### src/tmc_consts.vh
// Purpose: constants for the transceiver mode control block
// Assumes: 10 MHz sys_clk, register port with one-cycle read latency
// Notes:   offsets are word indices on the plain register port
`ifndef TMC_CONSTS_VH
`define TMC_CONSTS_VH

// =====================================================
// register offsets
`define TMC_ADDR_W        4
`define TMC_OFF_CTRL      4'h0
`define TMC_OFF_STATUS    4'h1
`define TMC_OFF_MODE      4'h2

// =====================================================
// control register fields
`define TMC_CTRL_CODEC_BIT   7
`define TMC_CTRL_ERRFLG_BIT  14
`define TMC_CTRL_RST         16'h0000

// =====================================================
// status register fields
`define TMC_STAT_CV_BIT      0
`define TMC_STAT_DISP_BIT    1
`define TMC_STAT_RST         16'h0000

// =====================================================
// mode readback fields
`define TMC_MODE_CODEC_BIT   0
`define TMC_MODE_ERRFLG_BIT  1
`define TMC_MODE_SERIAL_LOOPBACK_PIN_BIT    2
`define TMC_MODE_RATE_BIT    3
`define TMC_MODE_IFACE_BIT   4
`define TMC_MODE_RECTR_BIT   5
`define TMC_MODE_ADDR_LSB    8

// =====================================================
// timing
`define TMC_CLK_NS           100
`define TMC_SYNC_STAGES      3
`define TMC_ADDR_RST         5'h00

`endif

### src/tmc_mode_ctrl.v
// Purpose: static mode and control logic of a multi-channel serial transceiver
// Assumes: pins are asynchronous; datapath lives elsewhere and obeys these controls
// Notes:   all outputs registered; output enables derived from device enable pin
// Timing overview
//    every configuration pin is asynchronous and passes the three-stage
//    synchroniser; a pin change reaches the mode outputs five
//    clock edges later (three stages, agreement, output register).
//    the address straps pass their own synchroniser with the same
//    latency, so the captured address belongs to the same moment as
//    the synchronised chip reset edge that triggers the capture.
//
// Register port
//    offset 0 control: codec enable bit and error flag enable bit.
//    offset 1 status: sticky code violation and disparity flags,
//             write one to clear; a new event beats the clear.
//    offset 2 mode readback: effective modes, chip reset and address.
//    read data stand in the cycle after the strobe and read zero
//    otherwise, so a bus that ors several slaves needs no mux.
//
// Limitations
//    the datapath is outside this block; it is trusted to follow the
//    registered mode outputs one edge after they change.
//    mode changes during traffic are not filtered here; the far side
//    is expected to pulse chip reset after a change so buffers recentre.
`timescale 1ns/10ps
`include "tmc_consts.vh"
module tmc_mode_ctrl #(
   parameter NCH = 8,
   parameter DW  = 10
) (
   // clock and reset
   input  wire                   sys_clk,
   input  wire                   nrst,
   input  wire                   clk_en,
   // configuration pins
   input  wire                   encode_pin,
   input  wire                   error_flag_enable_pin,
   input  wire                   chip_reset_pin,
   input  wire                   serial_loopback_pin,
   input  wire                   rate_select_pin,
   input  wire                   interface_select_pin,
   input  wire                   device_enable_pin,
   input  wire [4:0]             device_address_straps,
   // register port
   input  wire [`TMC_ADDR_W-1:0] reg_addr,
   input  wire [15:0]            reg_wdata,
   input  wire                   reg_wr,
   input  wire                   reg_rd,
   output reg  [15:0]            reg_rdata,
   // decoder results from datapath
   input  wire [NCH*DW-1:0]      dec_data,
   input  wire [NCH-1:0]         dec_code_viol,
   input  wire [NCH-1:0]         dec_disp_err,
   input  wire [NCH*DW-1:0]      enc_data,
   input  wire [NCH-1:0]         serial_rx,
   // data to protocol side
   output reg  [NCH*DW-1:0]      receive_data_bus,
   output reg  [NCH*DW-1:0]      receive_data_oe,
   // decoder input and serial transmit
   output reg  [NCH*DW-1:0]      dec_in_data,
   output reg  [NCH-1:0]         dec_in_serial,
   output reg  [NCH-1:0]         serial_tx,
   output reg  [NCH-1:0]         serial_tx_oe,
   // mode controls to datapath
   output reg                    codec_en,
   output reg                    err_flag_active,
   output reg                    half_rate,
   output reg                    nibble_mode,
   output reg                    loopback_en,
   output reg  [NCH-1:0]         recentre,
   output reg  [4:0]             dev_addr
);
   // =====================================================
   // synchronised pins
   wire [7:0] pin_s;
   reg        rst_pin_d_r;
   reg [15:0] ctrl_r;
   reg [15:0] status_r;

   tmc_sync #(
      .W (8)
   ) u_sync (
      .sys_clk (sys_clk),
      .nrst    (nrst),
      .clk_en  (clk_en),
      .d_in    ({device_enable_pin, interface_select_pin, rate_select_pin,
                 serial_loopback_pin, chip_reset_pin, error_flag_enable_pin,
                 encode_pin, 1'b0}),
      .d_out   (pin_s)
   );

   // =====================================================
   // address straps; synchronised like every other pin so that
   // a strap still settling at the reset edge cannot go metastable
   wire [4:0] straps_s;

   tmc_sync #(
      .W (5)
   ) u_strap_sync (
      .sys_clk (sys_clk),
      .nrst    (nrst),
      .clk_en  (clk_en),
      .d_in    (device_address_straps),
      .d_out   (straps_s)
   );

   // =====================================================
   // synchronised pin names; bit 0 is a spare input tied low, never read
   wire enc_s    = pin_s[1];
   wire eflag_s  = pin_s[2];
   wire crst_s   = pin_s[3];
   wire serial_loopback_pin_s   = pin_s[4];
   wire rate_s   = pin_s[5];
   wire iface_s  = pin_s[6];
   wire enab_s   = pin_s[7];

   // =====================================================
   // combined mode decisions
   wire codec_nxt = enc_s | ctrl_r[`TMC_CTRL_CODEC_BIT];
   wire eflag_nxt = eflag_s | ctrl_r[`TMC_CTRL_ERRFLG_BIT];
   wire subst_en  = eflag_nxt & codec_nxt;

   // substitute all ones on a flagged lane when enabled
   function [DW-1:0] flag_word;
      input [DW-1:0] w;
      input          bad;
      input          en;
      begin
         flag_word = (bad & en) ? {DW{1'b1}} : w;
      end
   endfunction

   // =====================================================
   // register writes; status flags sticky, set wins over a write clear, chip reset clears both
   wire any_cv   = |dec_code_viol;
   wire any_disp = |dec_disp_err;
   always @(posedge sys_clk) begin
      if (!nrst) begin
         ctrl_r   <= `TMC_CTRL_RST;
         status_r <= `TMC_STAT_RST;
      end else if (clk_en) begin
         if (reg_wr && reg_addr == `TMC_OFF_CTRL) begin
            ctrl_r <= reg_wdata;
         end
         if (crst_s) begin
            status_r <= `TMC_STAT_RST;
         end else begin
            // write one to clear; a new event in the same cycle survives
            if (reg_wr && reg_addr == `TMC_OFF_STATUS) begin
               status_r <= status_r & ~reg_wdata;
            end
            if (any_cv) begin
               status_r[`TMC_STAT_CV_BIT] <= 1'b1;
            end
            if (any_disp) begin
               status_r[`TMC_STAT_DISP_BIT] <= 1'b1;
            end
         end
      end
   end

   // =====================================================
   // register reads, data valid the cycle after the strobe
   always @(posedge sys_clk) begin
      if (!nrst) begin
         reg_rdata <= 16'h0000;
      end else if (clk_en) begin
         reg_rdata <= 16'h0000;
         if (reg_rd) begin
            case (reg_addr)
               `TMC_OFF_CTRL:   reg_rdata <= ctrl_r;
               `TMC_OFF_STATUS: reg_rdata <= status_r;
               `TMC_OFF_MODE:   reg_rdata <= {3'h0, dev_addr, 2'h0, crst_s, iface_s,
                                              rate_s, serial_loopback_pin_s, eflag_nxt, codec_nxt};
               default:         reg_rdata <= 16'h0000;
            endcase
         end
      end
   end

   // =====================================================
   // strap capture on rising edge of chip reset
   always @(posedge sys_clk) begin
      if (!nrst) begin
         rst_pin_d_r <= 1'b0;
         dev_addr    <= `TMC_ADDR_RST;
      end else if (clk_en) begin
         rst_pin_d_r <= crst_s;
         // straps share the pin latency, so the value sampled is the one present at the reset edge
         if (crst_s && !rst_pin_d_r) begin
            dev_addr <= straps_s;
         end
      end
   end

   // =====================================================
   // mode outputs and datapath steering
   integer c;
   always @(posedge sys_clk) begin
      if (!nrst) begin
         codec_en         <= 1'b0;
         err_flag_active  <= 1'b0;
         half_rate        <= 1'b0;
         nibble_mode      <= 1'b0;
         loopback_en      <= 1'b0;
         recentre         <= {NCH{1'b0}};
         receive_data_bus <= {NCH*DW{1'b0}};
         receive_data_oe  <= {NCH*DW{1'b0}};
         dec_in_data      <= {NCH*DW{1'b0}};
         dec_in_serial    <= {NCH{1'b0}};
         serial_tx        <= {NCH{1'b0}};
         serial_tx_oe     <= {NCH{1'b0}};
      end else if (clk_en) begin
         codec_en        <= codec_nxt;
         err_flag_active <= eflag_nxt;
         half_rate       <= rate_s;
         nibble_mode     <= iface_s;
         loopback_en     <= serial_loopback_pin_s;
         recentre        <= {NCH{crst_s}};
         // release all pins when device enable is low
         receive_data_oe <= {NCH*DW{enab_s}};
         serial_tx_oe    <= {NCH{enab_s}};
         for (c = 0; c < NCH; c = c + 1) begin
            receive_data_bus[c*DW +: DW] <= flag_word(dec_data[c*DW +: DW],
               dec_code_viol[c] | dec_disp_err[c], subst_en);
            // loopback takes own encoder output, ignores serial input
            dec_in_data[c*DW +: DW] <= serial_loopback_pin_s ? enc_data[c*DW +: DW] : {DW{1'b0}};
            dec_in_serial[c] <= serial_loopback_pin_s ? 1'b0 : serial_rx[c];
            serial_tx[c]     <= serial_loopback_pin_s ? 1'b0 : enc_data[c*DW];
         end
      end
   end
endmodule // tmc_mode_ctrl

### src/tmc_sync.v
// Purpose: three-stage input synchroniser with agreement filter
// Assumes: input is asynchronous to sys_clk
// Notes:   output changes only when stages two and three agree
`timescale 1ns/10ps
module tmc_sync #(
   parameter W = 1
) (
   // clock and control
   input  wire         sys_clk,
   input  wire         nrst,
   input  wire         clk_en,
   // data
   input  wire [W-1:0] d_in,
   output reg  [W-1:0] d_out
);
   reg [W-1:0] s1_r;
   reg [W-1:0] s2_r;
   reg [W-1:0] s3_r;
   integer     i;

   // =====================================================
   // chain; first stage feeds only the second
   always @(posedge sys_clk) begin
      if (!nrst) begin
         s1_r  <= {W{1'b0}};
         s2_r  <= {W{1'b0}};
         s3_r  <= {W{1'b0}};
         d_out <= {W{1'b0}};
      end else if (clk_en) begin
         s1_r <= d_in;
         s2_r <= s1_r;
         s3_r <= s2_r;
         // per-bit agreement filters single-cycle glitches
         for (i = 0; i < W; i = i + 1) begin
            if (s2_r[i] == s3_r[i]) begin
               d_out[i] <= s3_r[i];
            end
         end
      end
   end
endmodule // tmc_sync

### config.mk
export PLATFORM = sky130hd
export DESIGN_NAME = tmc_mode_ctrl
export DESIGN_NICKNAME = d
export VERILOG_FILES = /design/src/tmc_mode_ctrl.v /design/src/tmc_sync.v
export VERILOG_INCLUDE_DIRS = /design/src
export SDC_FILE = /design/constraint.sdc
export NUM_CORES = 1
export LEC_CHECK = 0
export BUFFER_PORTS_ARGS = -buffer_cell sky130_fd_sc_hd__buf_2
export CORE_AREA = 2 2 199 201
export CTS_CLUSTER_DIAMETER = 50
export DETAILED_ROUTE_END_ITERATION = 8
export DIE_AREA = 0 0 201 203
export PLACE_DENSITY = 0.63
export RECOVER_POWER = 50
export SLEW_MARGIN = 20
export SYNTH_ARGS = -nofsm -noshare
export SYNTH_HDL_FRONTEND = slang
export SYNTH_SLANG_ARGS = --single-unit
### constraint.sdc
create_clock -name sys_clk -period 4.9 [get_ports sys_clk]
set_input_delay 0.245 -clock sys_clk [delete_from_list [all_inputs] [get_ports sys_clk]]
set_output_delay 0.245 -clock sys_clk [all_outputs]
set_load 0.01 [all_outputs]
### Word level (Yosys, flattened, before mapping)

Cells that the tools add are included.
Widths: inputs -> output; s select.

| word-level totals | value |
|---|---|
| register bits | 286 |
| bits of input ports | 221 |
| output and inout port bits | 298 |
| logic and storage cells | 137 |

| cells by class | value |
|---|---|
| equal/unequal tests | 14 |
| muxes and demuxes | 38 |
| bitwise operators | 21 |
| reduce and logical (&&, ||, !) cells | 27 |

Operators by type and width:

| operator | count |
|---|---|
| $mux 10 | 16 |
| $mux 16 | 3 |
| $pmux 16 s3 | 1 |
| $reduce_and 2->1 | 17 |
| $mux 1 | 18 |
| $and 16x16->16 | 1 |
| $not 16->16 | 1 |
| $reduce_or 8->1 | 2 |
| $eq 1x1->1 | 12 |
| $or 1x1->1 | 10 |
| $and 1x1->1 | 9 |
| $reduce_bool 3->1 | 2 |
| $eq 4x1->1 const B | 1 |
| $eq 4x2->1 const B | 1 |
| $logic_not 4->1 | 1 |
| $logic_and 1x1->1 | 3 |
| $reduce_bool 2->1 | 1 |
| $logic_not 1->1 | 1 |

### Depth between registers and ports, before layout

| logic depth | value |
|---|---|
| depth after elaboration | 5 |
| mapped depth | 7 |
| mapped depth without buffers | 3 |

### Hierarchy

From an unflattened synthesis, not the netlist that was laid out.

| second synthesis, totals | value |
|---|---|
| cells, all modules | 1,347 |
| area total of the unflattened synthesis | 12,305.6 sq um |

Modules (own cells, without submodules):

| module | instances | cells an instance | area an instance (sq um) | seq. area each (sq um) |
|---|---|---|---|---|
| tmc_mode_ctrl | 1 | 1,136 | 10,070.9 | 4,724.5 |
| tmc_sync (u_sync) | 1 | 130 | 1,402.6 | 640.6 |
| tmc_sync (u_strap_sync) | 1 | 81 | 832.0 | 400.4 |

### Worst setup path after synthesis

Ideal clock, no wire load.

| timing | value |
|---|---|
| path type | reg2out |
| start | register serial_tx_oe[0] (netlist name) |
| end | output receive_data_oe[10] |
| arrival | 2,083 ps |
| required time | 4,655 ps |
| slack | 2,572 ps |
| stages on the path, launching flop included | 2 |
| path buffers | 1 |
| cell sequence | dfxtp_1 -> buf_4 |

RTL lines:

| element | line | RTL |
|---|---|---|
| end: declaration | tmc_mode_ctrl.v:58 | `output reg [NCH*DW-1:0] receive_data_oe,` |

==> results.cfg <==
[placed_design]
place_area_um2 = 13600
gp_congestion = 0.915
dpl.cell_count = 2075
dpl.hpwl_mm = 24.1
numPortBuffers = 518
pre_cts_ws_ns = 2.40

[detailed_routing]
postRouteWirelength_mm = 37.6
drt-pass1-iter-count = 4
post_drt_wl_per_cell_um = 16.1
viasPerCell = 4.62
via_count = 10800
drtAntennaViolNets = 0
dr.first_iter.drc_count = 466
drcViolationCount = 0

[cts]
tritoncts = yes
clock-root-buffer = clkbuf_16
hold_buffers = 192
clock_sinks = 284
clock_latency_ns = 0.55
cts_made_buffers = 36
path_clk_slew_ns = 0.06
htreeDepth = 2
postCtsResizedCells = 0
clock_path_buffers = 3
postCtsSetupRepairBufs = 0

[setup_path]
slowest_delay_ns = 1.71
crit_arrival_ns = 3.39
path_delay_family = buffers and inverters
start_kind = input port
cpMaxStageDelayCell = clkbuf_2
worstPathMaxFanout = 152
cp_num_buf_inv = 1
endpoint_kind = flip-flop
critical_path_class = input port to flip-flop
path_cells = clkbuf_2 -> nand4_1 -> o21ai_0
critPathRequiredTime_ns = 5.36

[flow_run]
maxCapViolCount = 1

[finish]
area_growth_pct = 43.2
final_nets = 2008
drive_above_1_share = 0.214
stdcell_area_um2 = 16500
final_cell_mix = 306 x buf_2, 283 x dfxtp_1, 215 x clkbuf_1, 192 x dlygate4sd3_1, 143 x nor2b_1
finalNonFillerCells = 2333
layout.cells.most_common = buf_2

[floorplanning]
die_area_um2 = 40800
die_x_um = 201
initial_core_util = 0.299
num_rows = 72
die_y_um = 203
core_area_um2 = 38500
io_pins = 519

[power]
power.leakage_nw = 7.04
power-per-cell-area_nw_per_um2 = 332
power_w = 0.00547
peakVddDrop_v = 0.000264

[synth]
synth_seq_cells = 284
ys_seq_area_frac = 0.494
syn_area_um2 = 11500
syn_inst = 1219
synth_cell_type_count = 40
syn_avg_cell_area_um2 = 9.43
yosysWarningCount = 0
synth_edf_count = 0
synth-main-ff-cell = dfxtp_1
syn_nets = 1440
async_reset_ff_frac = 0

[sta]
slew_violations = 153
period_share = 0.598
max_freq_mhz = 341
tightest_slew_ns = 2.60
clock_skew_ns = 0.0274
hold_viol_final = 0
finalSetupTns_ns = 0
setup_viol = 0
period_needed_ns = 2.93
rsz0062_at_grt = false
fin_ws_ns = 1.97
slew_headroom = -0.732

[global_route]
grt_max_degree = 153
grt_first_pass_wirelength_mm = 57.7
grt_pass1_vias = 10700
antenna_found_initial = 2
overflow = 0
track_usage = 0.175

[worst_hold_path]
min_path_type = input port to flip-flop

[status]
status = complete, but fails checks
violations = capacitance limit, slew limit
[Yosys cell counts, drive strengths merged (2+ instances only)]
master,n,area (um2)
nor4b,2,47.6
nor2b,144,901
a21boi,13,109
o211ai,2,15.0
o211a,2,20.0
dfxtp,284,5690
buf,135,957
a211o,2,17.5
a21oi,15,75.1
a21o,11,82.6
o21ai,117,586
nand3b,3,22.5
nor2,2,7.51
inv,81,304
nand2,78,293
o22a,3,26.3
a22oi,105,788
mux2,9,101
a31oi,80,500
nor4,4,25.0
clkbuf,49,184
mux2i,67,671
and2,2,12.5
[worst register-to-register path: stages, from the launching register on]
cell and delay (ns):
dfxtp_1 0.48, and2_4 0.79, a22oi_1 0.32, nor2b_1 0.18
[stage by stage]
stage / hold WS [ns] / util
2_1_floorplan: 0.332 / -
3_3_place_gp: 0.419 / 0.355
3_5_place_dp: 0.423 / 0.355
4_1_cts: 0.00237 / 0.435
5_1_grt: 0.0376 / 0.428
6_report: 0.0390 / 0.428
[cell families (layout without fill, tap and decap cells)]
kind of cell,after synthesis,after routing,synth area share
AOI/OAI and AO/OA,352,352,0.194
DFF,284,284,0.494
buffers and inverters,265,859,0.126
and+or+nand+nor,242,242,0.118
muxes,76,76,0.0671
other,0,2,0
[power by group]
| part | internal (W) | leakage, nW | switching [W] |
|---|---|---|---|
| logic | 0.000271 | 4.15 | 0.000258 |
| clock network | 0.00148 | 0.573 | 0.00105 |
| registers | 0.00238 | 2.32 | 0.0000370 |
[registers in the layout, indices dropped and copies added (netlist names)]
| signal | cells |
|---|---|
| status_r | 16 |
| u_strap_sync.s2_r | 5 |
| err_flag_active | 1 |
| dev_addr | 5 |
| u_sync.s1_r | 7 |
| ctrl_r | 16 |
| reg_rdata | 16 |
| dec_in_data | 80 |
| receive_data_bus | 80 |
| u_strap_sync.s1_r | 5 |
| u_sync.d_out | 7 |
| serial_tx | 8 |
| loopback_en | 1 |
| u_sync.s2_r | 7 |
| serial_tx_oe | 1 |
| u_strap_sync.d_out | 5 |
| codec_en | 1 |
| half_rate | 1 |
| nibble_mode | 1 |
| recentre | 1 |
| u_sync.s3_r | 7 |
| u_strap_sync.s3_r | 5 |
| dec_in_serial | 8 |
[path summary, 6_finish.rpt]
path | startpoint | endpoint | slack, ns | cells past startpoint
setup / recovery | nrst | reg_rdata[9]$_SDFFE_PN0P_ | 1.97 | 3
hold / removal | enc_data[10] | dec_in_data[10]$_SDFFE_PN0P_ | 0.04 | 3
setup reg to reg | u_sync.d_out[4]$_SDFFE_PN0P_ | dec_in_data[76]$_SDFFE_PN0P_ | 3.07 | 3
hold reg to reg | status_r[9]$_SDFFE_PN0P_ | status_r[9]$_SDFFE_PN0P_ | 0.43 | 2
[area by class of cell]
class                      instances  area [um2]
antenna                            2        5.00
clock buffer                      48        1020
clock inverter                    16         140
fill                            3718       22000
inverter                          81         307
multi-input combinational        670        4370
sequential                       284        5690
tap                              518         648
timing repair buffer             714        4290
[layer usage]
metal	wire length [um]	track usage	share of wire
met1	15400	0.202	0.41
met2	18200	0.305	0.48
met3	2730	0.0464	0.073
met4	1270	0.0796	0.034
met5	0	0	0
Note: power is estimated with default switching activity, not from simulation.
